**src/crol_pkg.sv**
```systemverilog
// Package for the clock and reset option logic: encodings, counts, carriers
package crol_pkg;
	// Fixed divided frequency selections: reference divided by 2**sel
	localparam logic [3:0] FIX_16M = 4'h0;
	localparam logic [3:0] FIX_62K5 = 4'h8;
	localparam int FIX_LAST = 8;
	// Guard frequency bands
	typedef enum logic [2:0] {
		band_very_low,
		band_low,
		band_mid,
		band_mid_high,
		band_high
	} crol_band_t;
	// Band limits in kHz, lower and upper
	localparam logic [15:0] VLOW_LO_KHZ = 16'h0020;
	localparam logic [15:0] VLOW_HI_KHZ = 16'h0064;
	localparam logic [15:0] LOW_LO_KHZ = 16'h03E8;
	localparam logic [15:0] LOW_HI_KHZ = 16'h07D0;
	localparam logic [15:0] MID_LO_KHZ = 16'h07D0;
	localparam logic [15:0] MID_HI_KHZ = 16'h0FA0;
	localparam logic [15:0] MIDH_LO_KHZ = 16'h0FA0;
	localparam logic [15:0] MIDH_HI_KHZ = 16'h1F40;
	localparam logic [15:0] HIGH_LO_KHZ = 16'h1F40;
	localparam logic [15:0] HIGH_HI_KHZ = 16'h3E80;
	// Custom synthesizer limits, in kHz
	localparam logic [15:0] SYN_MIN_KHZ = 16'h0020;
	localparam logic [15:0] SYN_MAX_KHZ = 16'h3E80;
	// Hold lengths in CPU cycles
	localparam logic [12:0] HOLD_LONG = 13'h1000;
	localparam logic [12:0] HOLD_SHORT = 13'h0100;
	// Voltage detection selection and threshold in millivolts
	typedef enum logic [1:0] {
		det_off,
		det_highest,
		det_medium,
		det_lowest
	} crol_det_t;
	localparam logic [11:0] DET_THRESH_MV = 12'h5DC;
	// Option bundle
	typedef struct packed {
		logic use_custom;
		logic [3:0] fixed_sel;
		logic [15:0] custom_freq_entry;
		logic clock_guard_enable;
		crol_band_t guard_freq_band;
		logic pll_enable;
		logic reset_delay_select;
		crol_det_t voltage_detect_select;
		logic watchdog_halt_action;
		logic watchdog_start_select;
	} crol_opt_t;
	// Clock steering outputs
	typedef struct packed {
		logic [3:0] fixed_div;
		logic synth_load;
		logic [15:0] synth_khz;
		logic backup_select;
		logic pll_on;
		logic pll_out_of_spec;
	} crol_clk_t;
endpackage : crol_pkg

```
**src/crol_top.sv**
```systemverilog
// Clock and reset option logic top module
`timescale 1ns/10ps
`default_nettype none
// Functional notes
// RQ1 - Fixed divided frequency, nine choices
// RQ2 - Programmable synthesizer, only generable values accepted
// RQ3 - Guard option enables filter and backup together
// RQ4 - Out of band frequency switches to backup
// RQ5 - Five guard frequency bands encoded
// RQ6 - PLL doubles clock, valid 2 to 4 MHz
// RQ7 - Hold core 4096 or 256 cycles
// RQ8 - Detection off disables both detectors
// RQ9 - Three thresholds all enable, same 1.5 V
// RQ10 - Halt with active watchdog resets if selected
// RQ11 - Watchdog started by software or hardware
// RQ12 - Low voltage detector off in halt
// RQ13 - PLL off passes clock unmultiplied
module crol_top (
	input wire logic clk,
	input wire logic srst,
	input wire crol_pkg::crol_opt_t opt,
	input wire logic [15:0] meas_khz,
	input wire logic meas_valid,
	input wire logic halt_exec,
	input wire logic halt_exit,
	input wire logic active_halt,
	input wire logic watchdog_sw_start,
	output crol_pkg::crol_clk_t clk_ctl,
	output logic synth_reject,
	output logic filter_enable,
	output logic core_hold,
	output logic low_volt_enable,
	output logic aux_volt_enable,
	output logic [11:0] det_thresh_mv,
	output logic watchdog_active,
	output logic chip_reset
);
	crol_pkg::crol_clk_t clk_d, clk_q;
	logic rej_d, rej_q, filt_d, filt_q;
	logic [12:0] hold_cnt_d, hold_cnt_q;
	logic hold_d, hold_q;
	logic lowv_d, lowv_q, auxv_d, auxv_q;
	logic [11:0] thr_d, thr_q;
	logic dog_d, dog_q, rst_d, rst_q, halted_d, halted_q;
	logic [15:0] lo_khz, hi_khz;
	logic in_band, syn_ok;

	// Band limits for the selected guard band
	always_comb begin
		lo_khz = crol_pkg::HIGH_LO_KHZ;
		hi_khz = crol_pkg::HIGH_HI_KHZ;
		case (opt.guard_freq_band) // see RQ5
			crol_pkg::band_very_low: begin
				lo_khz = crol_pkg::VLOW_LO_KHZ;
				hi_khz = crol_pkg::VLOW_HI_KHZ;
			end
			crol_pkg::band_low: begin
				lo_khz = crol_pkg::LOW_LO_KHZ;
				hi_khz = crol_pkg::LOW_HI_KHZ;
			end
			crol_pkg::band_mid: begin
				lo_khz = crol_pkg::MID_LO_KHZ;
				hi_khz = crol_pkg::MID_HI_KHZ;
			end
			crol_pkg::band_mid_high: begin
				lo_khz = crol_pkg::MIDH_LO_KHZ;
				hi_khz = crol_pkg::MIDH_HI_KHZ;
			end
			default: begin
				lo_khz = crol_pkg::HIGH_LO_KHZ;
				hi_khz = crol_pkg::HIGH_HI_KHZ;
			end
		endcase
		in_band = (meas_khz >= lo_khz) && (meas_khz <= hi_khz);
		// Synthesizer makes whole kHz within its span only
		syn_ok = (opt.custom_freq_entry >= crol_pkg::SYN_MIN_KHZ)
			&& (opt.custom_freq_entry <= crol_pkg::SYN_MAX_KHZ); // see RQ2
	end

	// Clock source steering
	always_comb begin
		clk_d = clk_q;
		rej_d = 1'b0;
		clk_d.fixed_div = (opt.fixed_sel > crol_pkg::FIX_62K5) ? crol_pkg::FIX_62K5 : opt.fixed_sel; // see RQ1
		clk_d.synth_load = 1'b0;
		if (opt.use_custom) begin
			if (syn_ok) begin
				clk_d.synth_khz = opt.custom_freq_entry; // see RQ2
				clk_d.synth_load = (opt.custom_freq_entry != clk_q.synth_khz);
			end else begin
				rej_d = 1'b1; // see RQ2
			end
		end
		filt_d = opt.clock_guard_enable; // see RQ3
		if (!opt.clock_guard_enable) begin
			clk_d.backup_select = 1'b0; // see RQ3
		end else if (meas_valid && !in_band) begin
			clk_d.backup_select = 1'b1; // see RQ4
		end
		clk_d.pll_on = opt.pll_enable; // see RQ6 RQ13
		clk_d.pll_out_of_spec = opt.pll_enable
			&& ((meas_khz < crol_pkg::MID_LO_KHZ) || (meas_khz > crol_pkg::MID_HI_KHZ)); // see RQ6
	end

	// Core hold counter for reset and halt exit
	always_comb begin
		hold_cnt_d = hold_cnt_q;
		hold_d = hold_q;
		halted_d = halted_q;
		if (halt_exec) begin
			halted_d = 1'b1;
		end
		if (halted_q && halt_exit) begin
			halted_d = 1'b0;
			hold_d = 1'b1;
			hold_cnt_d = opt.reset_delay_select ? crol_pkg::HOLD_SHORT : crol_pkg::HOLD_LONG; // see RQ7
		end else if (hold_q) begin
			if (hold_cnt_q == 13'h0001) begin
				hold_d = 1'b0;
			end
			hold_cnt_d = hold_cnt_q - 13'h0001; // see RQ7
		end
	end

	// Voltage detectors and watchdog
	always_comb begin
		auxv_d = (opt.voltage_detect_select != crol_pkg::det_off); // see RQ8 RQ9
		lowv_d = auxv_d && !halted_q && !active_halt && !halt_exec; // see RQ12
		thr_d = crol_pkg::DET_THRESH_MV; // see RQ9
		dog_d = dog_q || watchdog_sw_start; // see RQ11
		rst_d = halt_exec && dog_q && opt.watchdog_halt_action; // see RQ10
	end

	// Registers
	always_ff @(posedge clk) begin
		if (srst || rst_q) begin
			clk_q <= '0;
			rej_q <= 1'b0;
			filt_q <= 1'b0;
			hold_q <= 1'b1;
			// Reset phase hold length; short when option set
			hold_cnt_q <= opt.reset_delay_select ? crol_pkg::HOLD_SHORT : crol_pkg::HOLD_LONG; // see RQ7
			halted_q <= 1'b0;
			lowv_q <= 1'b0;
			auxv_q <= 1'b0;
			thr_q <= crol_pkg::DET_THRESH_MV;
			dog_q <= !opt.watchdog_start_select; // see RQ11
			rst_q <= 1'b0;
		end else begin
			clk_q <= clk_d;
			rej_q <= rej_d;
			filt_q <= filt_d;
			hold_q <= hold_d;
			hold_cnt_q <= hold_cnt_d;
			halted_q <= halted_d;
			lowv_q <= lowv_d;
			auxv_q <= auxv_d;
			thr_q <= thr_d;
			dog_q <= dog_d;
			rst_q <= rst_d;
		end
	end

	assign clk_ctl = clk_q;
	assign synth_reject = rej_q;
	assign filter_enable = filt_q;
	assign core_hold = hold_q;
	assign low_volt_enable = lowv_q;
	assign aux_volt_enable = auxv_q;
	assign det_thresh_mv = thr_q;
	assign watchdog_active = dog_q;
	assign chip_reset = rst_q;

	// Checker helper: cycles in the current core hold run
	logic [12:0] run_len_d, run_len_q;
	always_comb begin
		run_len_d = core_hold ? (run_len_q + 13'h0001) : 13'h0000;
	end
	always_ff @(posedge clk) begin
		if (srst || rst_q) begin
			run_len_q <= 13'h0000;
		end else begin
			run_len_q <= run_len_d;
		end
	end
endmodule // crol_top
`default_nettype wire

```
**config.mk**
```make
export PLATFORM = sky130hd
export DESIGN_NAME = crol_top
export DESIGN_NICKNAME = d
export VERILOG_FILES = /design/src/crol_pkg.sv /design/src/crol_top.sv
export SDC_FILE = /design/constraint.sdc
export NUM_CORES = 1
export LEC_CHECK = 0
export BUFFER_PORTS_ARGS = -buffer_cell sky130_fd_sc_hd__buf_2
export CORE_MARGIN = 4
export CORE_UTILIZATION = 54
export DETAILED_ROUTE_END_ITERATION = 12
export HOLD_SLACK_MARGIN = 0.02
export PLACE_DENSITY = 0.92
export SLEW_MARGIN = 20
export SYNTH_ARGS = -nofsm -noshare
export SYNTH_HDL_FRONTEND = slang
export SYNTH_SLANG_ARGS = --single-unit
```
**constraint.sdc**
```tcl
create_clock -name clk -period 3.55 [get_ports clk]
set_clock_uncertainty 0.15 [all_clocks]
set_input_delay 0.1775 -clock clk [delete_from_list [all_inputs] [get_ports clk]]
set_output_delay 0.1775 -clock clk [all_outputs]
set_load 0.005 [all_outputs]
```
# After elaboration in Yosys (flattened, before gate mapping)

Index checks and enable logic that the tools add are counted.

Eq/ne operators: 5
Bitwise logic cells: 3
Reductions and logical operators: 27
$lt $le $gt $ge: 7
Muxes and demuxes: 11
$add $sub $neg: 1

Operator list:

| operator                                                                | count |
|---|---|
| 14-bit case mux with 4 select lines                                     | 1 |
| 13-bit 2-to-1 mux                                                       | 4 |
| 13-bit case mux with 4 select lines                                     | 1 |
| 16-bit >= comparator                                                    | 1 |
| 16-bit by 6-bit >= comparator with 1-bit output, second input constant  | 1 |
| 16-bit by 12-bit > comparator with 1-bit output, second input constant  | 1 |
| 16-bit by 14-bit <= comparator with 1-bit output, second input constant | 1 |
| 16-bit <= comparator                                                    | 1 |
| 16-bit by 11-bit < comparator with 1-bit output, second input constant  | 1 |
| 16-bit inequality test                                                  | 1 |
| 13-bit by 1-bit == test with 1-bit output, second input constant        | 1 |
| 13-bit by 1-bit subtractor with 13-bit output, second input constant    | 1 |
| 1-bit logical AND                                                       | 10 |
| 2-bit OR reduction                                                      | 4 |
| 3-bit by 2-bit == test with 1-bit output, second input constant         | 2 |
| 1-bit zero test                                                         | 5 |
| 4-bit > comparator, second input constant                               | 1 |
| 1-bit 2-to-1 mux                                                        | 4 |
| 4-bit 2-to-1 mux                                                        | 1 |
| 3-bit by 1-bit == test with 1-bit output, second input constant         | 1 |
| 3-bit zero test                                                         | 1 |
| 1-bit logical OR                                                        | 3 |
| 1-bit inverter                                                          | 3 |
| 3-bit nonzero test                                                      | 1 |
| 3 further kinds                                                         | 3 |

Input bits: 54
Word-level logic and storage cells: 70
Output and inout bits: 43
Register bits: 45

# Depth between registers and ports, before layout

Gate-level depths: netlist of the first run.

Word-level depth: 6
Mapped depth: 11

# Worst setup path before layout of the first run

No wires, ideal clock.

Path kind: in2reg
From: input opt[7] (netlist name)
To: register clk_q, in the netlist clk_ctl[2]
Arrival: 1.919 ns
Setup slack: 1.356 ns
Stages on the path: 8
Cells stage by stage: buf_6 -> nor3_2 -> ha_1 -> a21o_1 -> maj3_1 -> a211o_1 -> o221ai_2 -> a31oi_1

Word-level cells in the longest chain between the ends: 6
Elaborated cells between the ends (all ways): 11

RTL lines:

| item                                                                                       | RTL line        | RTL |
|---|---|---|
| start: declaration                                                                         | crol_top.sv:21  | `input wire crol_pkg::crol_opt_t opt,` |
| 3-bit by 2-bit == test with 1-bit output (tied with other cells)                           | crol_top.sv:52  | `case (opt.guard_freq_band)` |
| 13-bit case mux with 4 select lines or 14-bit case mux with 4 select lines (tied branches) | crol_top.sv:52  |  |
| 16-bit >= comparator or 16-bit <= comparator (tied branches)                               | crol_top.sv:74  | `in_band = (meas_khz >= lo_khz) && (meas_khz <= hi_khz);` |
| 1-bit logical AND (*)                                                                      | crol_top.sv:74  |  |
| 1-bit zero test (*)                                                                        | crol_top.sv:97  | `end else if (meas_valid && !in_band) begin` |
| 1-bit logical AND (*)                                                                      | crol_top.sv:97  |  |
| end signal: assignment                                                                     | crol_top.sv:150 | `clk_q <= clk_d;` |
| end: declaration                                                                           | crol_top.sv:38  | `crol_pkg::crol_clk_t clk_d, clk_q;` |

Every way passes the cells marked *; elsewhere a longest branch is shown, timed or not.
A chain may end at the register's enable or synchronous reset.

# Final worst setup path of the first run

From: input opt[12] (netlist name)
To: register clk_q, in the netlist clk_ctl[18]

Word-level cells in the longest chain between the ends: 3
Elaborated cells between the ends (all ways): 4

RTL lines:

| item                                                                                                                | RTL line                       | RTL |
|---|---|---|
| 16-bit by 6-bit >= comparator with 1-bit output or 16-bit by 14-bit <= comparator with 1-bit output (tied branches) | crol_top.sv:76, crol_top.sv:77 |  |
| 1-bit logical AND (*)                                                                                               | crol_top.sv:77                 | `&& (opt.custom_freq_entry <= crol_pkg::SYN_MAX_KHZ);` |
| 2-bit AND reduction (no line) (*)                                                                                   | n/a                            |  |

Marked as above.

==> impl_metrics.py, run 1 <==
metrics = {
    "timing": {
        "whs_ps": 57.8,
        "timing.fmax_ghz": 0.436,
        "final_hold_viol_count": 0,
        "setup_viol": 0,
        "rsz0062_at_grt": "false",
        "fin_setup_tns_ps": 0,
        "drv_slew": 0,
        "worst_pin_slew_ps": 514,
        "period_share_pct": 64.6,
        "max-slew-margin-rel_pct": 65.7,
        "fin_crit_ps": 2290,
    },
    "drt": {
        "viasPerCell": 5.41,
        "drc": 0,
        "post_drt_wl_per_cell_um": 15.4,
        "first_pass_iters": 4,
        "via_count": 2579,
        "finalWirelength_um": 7350,
        "antenna_left": 0,
        "detail_route.iter0.violations": 126,
    },
    "floorplan": {
        "die_x_um": 79.1,
        "dieArea_um2": 6260,
        "initial_utilization_pct": 56.7,
        "io_pins": 97,
        "num_rows": 25,
        "die_h_um": 79.1,
        "coreArea_um2": 4820,
    },
    "synthesis": {
        "avgSynthCellArea_um2": 9.23,
        "synth_area_um2": 2730,
        "synth.distinct_cells": 51,
        "ys_seq_area_share_pct": 37.7,
        "async_flop_share_pct": 0,
        "synth-main-ff-cell": "dfxtp_1",
        "synthCells": 296,
        "synth-edff-count": 13,
        "yosysWarningCount": 0,
        "ys_ff_latch": 45,
    },
    "clock_tree": {
        "clkTransAtPathRegs_ps": 90,
        "post_cts_resized": 0,
        "htree_levels": 2,
        "clock_latency_ps": 300,
        "cts-root-buf": "clkbuf_8",
        "numCtsBuffers": 5,
        "cts_tree": "built",
        "cts.sinks": 45,
        "clock_path_buffers": 2,
    },
    "global_route": {
        "grt_pass1_vias": 2475,
        "grt_pass1_wl_um": 11400,
        "grt_max_degree": 37,
        "antenna_found_initial": 0,
        "grtUsageTotal_pct": 23.2,
        "overflow": 0,
    },
    "job": {
        "drv_cap": 0,
    },
    "final_layout": {
        "diodes": 0,
        "area_delta_synth_final_pct": 30.4,
        "regArea_um2": 1030,
        "fillers": 343,
        "final_nets": 483,
        "multi_input_area_um2": 1550,
        "drive_gt1_share_pct": 25.6,
    },
    "setup_path": {
        "path_class": "primary input to flop",
        "crit_path_end_kind": "flop",
        "cp_max_fo": 16,
        "required_ps": 3590,
        "cp-start-kind": "primary input",
        "arrival_ps": 2330,
    },
    "power": {
        "power.density_nw_per_um2": 394,
        "power.leakage_nw": 1.67,
        "ir_drop_mv": 0.231,
    },
    "run_status": {
        "outcome": "completed",
    },
    "placed_design": {
        "port_buffers": 84,
        "place_congestion": 0.915,
        "hpwl_um": 5140,
    },
    "hold_path": {
        "min_path_type": "primary input to flop",
    },
}
logic make-up (layout without fill, tap and decap cells):
kind of cell             count (synthesis)  count (layout)  share of synthesized area (%)
XOR/XNOR                                25              25                           8.01
multiplexers                            14              14                           5.13
AND/OR/NAND/NOR                        116             116                           21.7
adder cells (fa/ha/maj)                 21              21                           9.52
other                                    2              12                          0.275
flip-flops                              45              45                           37.7
buffers and inverters                   31             135                           6.87
AO/OA/AOI/OAI                           42              42                           10.8
Yosys cell counts (5+ instances only):
cell | count | area (um^2)
nand2_1 | 38 | 143
dfxtp_1 | 32 | 641
xnor2_1 | 22 | 193
clkbuf_1 | 5 | 18.8
mux2i_1 | 14 | 140
nand3_1 | 8 | 40.0
ha_1 | 20 | 250
o21ai_0 | 7 | 35.0
nor3_1 | 10 | 50.1
inv_1 | 11 | 41.3
edfxtp_1 | 13 | 390
buf_4 | 12 | 90.1
nor2_1 | 24 | 90.1
nand4_1 | 8 | 50.1
a21oi_1 | 10 | 50.1
cell type report:
| class | instances | share of cell area (%) |
|---|---|---|
| Sequential cell | 45 | 28.9 |
| Clock inverter | 1 | 0.211 |
| Multi-Input combinational cell | 230 | 43.6 |
| Tap cell | 67 | 2.35 |
| Clock buffer | 7 | 3.02 |
| Timing Repair Buffer | 116 | 20.7 |
| Inverter | 11 | 1.16 |
registers in the layout (all words and copies together) (netlist names):
| register | count |
|---|---|
| hold_cnt_q | 13 |
| synth_reject | 1 |
| core_hold | 1 |
| aux_volt_enable | 1 |
| clk_ctl | 24 |
| filter_enable | 1 |
| chip_reset | 1 |
| watchdog_active | 1 |
| low_volt_enable | 1 |
| halted_q | 1 |
worst paths after layout:
| path | startpoint | endpoint | slack (ps) | depth (start not counted) |
|---|---|---|---|---|
| max reg2reg | chip_reset$_SDFF_PP0_ | hold_cnt_q[4]$_SDFFCE_PP0P_ | 1400 | 4 |
| min reg2reg | clk_ctl[4]$_SDFFE_PP0P_ | clk_ctl[4]$_SDFFE_PP0P_ | 350 | 2 |
| max | opt[12] | clk_ctl[18]$_SDFFE_PP0P_ | 1260 | 7 |
| min | opt[4] | hold_cnt_q[8]$_DFFE_PP_ | 60 | 3 |
timing repair:
| action | in CTS | in global routing |
|---|---|---|
| setup buffers | 0 | 0 |
| hold endpoints to repair | 29 | 0 |
| hold buffers | 31 | 0 |
where the power goes:
group	leakage [nW]	switching, mW	internal [mW]
Combinational	1.20	0.194	0.184
Sequential	0.414	0.0585	0.595
Clock	0.0556	0.174	0.201
metal layers:
layer / vias to the layer above / track usage, % / routed length, um
met5: - / 0 / 0
met4: 0 / 9.62 / 170
met2: 125 / 42.3 / 3770
met3: 16 / 4.54 / 516
li1: 1261 / - / -
met1: 1177 / 26.2 / 2890
through the flow:
stage               util [%]  area, um^2  setup WS (ps)  total power [mW]  std cells
floorplan                  -        2770           1360             0.897        306
global placement        65.1        3140           1240             0.983        438
detailed placement      65.1        3140           1110             0.999        438
CTS                     74.0        3560           1270              1.40        477
global route            74.0        3560           1170              1.47        477
finish                  74.0        3560           1260              1.41        477
cell usage in the layout (no fill, tap or decap), types with 3 or more instances in the layout:
cell,n
buf_2,84
nand2_1,38
dfxtp_1,32
dlygate4sd3_1,31
nor2_1,23
xnor2_1,22
ha_1,20
mux2i_1,14
edfxtp_1,13
conb_1,12
inv_1,11
nor3_1,10
a21oi_1,10
nand3_1,8
nand4_1,8
o21ai_0,7
clkbuf_8,6
nor4_1,4
and3_1,4
o31ai_1,4
xor2_1,3
a31oi_1,3
nor3b_1,3
and2_1,3
critical path, stage by stage:
cell	delay (ps)
dlygate4sd3_1	530
buf_2	140
nor3_1	220
a31oi_1	110
o2111ai_1	310
nand3_2	460
and3_1	380
Note: power is estimated with default switching activity, not from simulation.
==> inputs of run 2 (changes only) <==
--- a/config.mk
+++ b/config.mk
@@ -7,10 +7,10 @@
 export LEC_CHECK = 0
 export BUFFER_PORTS_ARGS = -buffer_cell sky130_fd_sc_hd__buf_2
 export CORE_MARGIN = 4
-export CORE_UTILIZATION = 54
+export CORE_UTILIZATION = 45
 export DETAILED_ROUTE_END_ITERATION = 12
 export HOLD_SLACK_MARGIN = 0.02
-export PLACE_DENSITY = 0.92
+export PLACE_DENSITY = 0.82
 export SLEW_MARGIN = 20
 export SYNTH_ARGS = -nofsm -noshare
 export SYNTH_HDL_FRONTEND = slang
==> constraint.sdc (replaced) <==
create_clock -name clk -period 1.9 [get_ports clk]
set_clock_uncertainty 0.15 [all_clocks]
set_input_delay 0.095 -clock clk [delete_from_list [all_inputs] [get_ports clk]]
set_output_delay 0.095 -clock clk [all_outputs]
set_load 0.005 [all_outputs]
==> run 2 against run 1 <==
The run now ends with setup timing left. Sequential share of layout area decreased by 2.6 points. Combinational power increased to 2.5 times the previous value. Final cell count rose by 9.2%. Worst setup slack lost 1300 ps. Clock power up 53%. First-iteration DRC count down 19%. Critical path depth shrank 2.
==> impl_metrics.py, run 2 (synthesized netlist as in run 1, its figures left out) <==
metrics = {
    "final_layout": {
        "area_delta_synth_final_pct": 43.3,
        "final_core_util_pct": 66.1,
        "multi_input_area_um2": 1630,
        "fin_cells": 521,
        "regArea_um2": 1030,
        "diodes": 0,
        "final_common_cell": "buf_2",
        "fillers": 458,
        "largest_register_ffs": 24,
        "drive_gt1_share_pct": 33.0,
        "final_area_um2": 3920,
        "layout_common_cells": "84 x buf_2, 38 x nand2_1, 37 x dlygate4sd3_1",
        "final_nets": 519,
    },
    "floorplan": {
        "num_rows": 28,
        "io_pins": 97,
        "die_h_um": 85.9,
        "coreArea_um2": 5920,
        "die_x_um": 85.9,
        "dieArea_um2": 7380,
        "initial_utilization_pct": 46.2,
    },
    "timing": {
        "fin_ws_ps": -33.6,
        "timing.fmax_ghz": 0.517,
        "drv_slew": 0,
        "setup_viol": 2,
        "final_hold_viol_count": 0,
        "whs_ps": 3.43,
        "fin_crit_ps": 1930,
        "fin_setup_tns_ps": -39.9,
        "period_share_pct": 102,
        "rsz0062_at_grt": "true",
    },
    "placed_design": {
        "place_area_um2": 3390,
        "pre_cts_slack_ps": -152,
        "place_inst": 475,
        "place_congestion": 0.899,
        "hpwl_um": 5470,
        "port_buffers": 84,
    },
    "run_status": {
        "outcome": "finished with violations",
        "violations": "setup timing",
    },
    "clock_tree": {
        "htree_levels": 2,
        "clkTransAtPathRegs_ps": 90,
        "clock_path_buffers": 2,
        "cts_tree": "built",
        "cts.sinks": 45,
        "numCtsBuffers": 5,
        "clock_latency_ps": 290,
        "cts-root-buf": "clkbuf_8",
    },
    "setup_path": {
        "cpPeakStageDelay_ps": 590,
        "cp_max_fo": 3,
        "path_cells": "or4_4 -> nor4_4 -> and2b_1 -> xnor2_1 -> nor2_1",
        "required_ps": 1800,
        "path_class": "flop to flop",
        "critical_path.slowest_cell": "or4_4",
        "cp-start-kind": "flop",
        "arrival_ps": 1840,
        "crit_path_end_kind": "flop",
    },
    "drt": {
        "via_count": 2742,
        "first_pass_iters": 4,
        "viasPerCell": 5.26,
        "drc": 0,
        "antenna_left": 0,
        "finalWirelength_um": 7660,
        "detail_route.iter0.violations": 102,
        "post_drt_wl_per_cell_um": 14.7,
    },
    "global_route": {
        "overflow": 0,
        "grtUsageTotal_pct": 20.1,
        "grt_pass1_vias": 2672,
        "grt_pass1_wl_um": 12100,
        "grt_max_degree": 36,
        "antenna_found_initial": 0,
    },
    "power": {
        "ir_drop_mv": 0.571,
        "finalPower_mw": 2.70,
        "power.leakage_nw": 1.85,
        "power.density_nw_per_um2": 689,
    },
    "job": {
        "drv_cap": 0,
    },
    "hold_path": {
        "min_path_type": "primary input to flop",
    },
}
run 2: final timing paths:
kind,from,to,slack [ps],cells after the start
worst max register to register,hold_cnt_q[1]$_SDFFCE_PP0P_,hold_cnt_q[11]$_SDFFCE_PP0P_,-30,5
worst min register to register,clk_ctl[2]$_SDFFE_PP0P_,clk_ctl[2]$_SDFFE_PP0P_,330,2
worst max-delay path,hold_cnt_q[1]$_SDFFCE_PP0P_,hold_cnt_q[11]$_SDFFCE_PP0P_,-30,5
worst min-delay path,opt[23],synth_reject$_SDFF_PP0_,3,3
run 2: per-layer routing:
layer | vias to the layer above | share of wire, % | track usage, %
met3 | 8 | 5.5 | 3.27
li1 | 1327 | - | -
met2 | 88 | 53 | 37.2
met4 | 0 | 0.85 | 4.32
met1 | 1319 | 41 | 24.3
met5 | - | 0 | 0
run 2: area by class of cell:
| type | count | area share (%) |
|---|---|---|
| clock buffers | 6 | 1.85 |
| clock inverters | 2 | 0.256 |
| inverters | 11 | 1.05 |
| multi-input cells | 230 | 41.7 |
| flip-flops and latches | 45 | 26.3 |
| well taps | 75 | 2.40 |
| repair buffers | 152 | 26.4 |
run 2: report_power, final:
group,internal [mW],switching (mW)
Sequential,1.11,0.0698
Clock,0.255,0.317
Combinational,0.493,0.454
Total,1.86,0.841
run 2: worst max-delay path, delay by kind of cell (launching register included):
family	cells	cell delay [ps]
simple gates	4	1020
flops	1	410
xor+xnor	1	120
run 2: timing repair:
item                                    in CTS  in global routing
gates cloned                                 0                  0
endpoints found under the setup margin       1                  9
pin swaps                                    0                  2
gates resized for setup                      0                 16
setup buffers                                0                  1
hold buffers                                37                  1
hold endpoints to repair                    32                  1
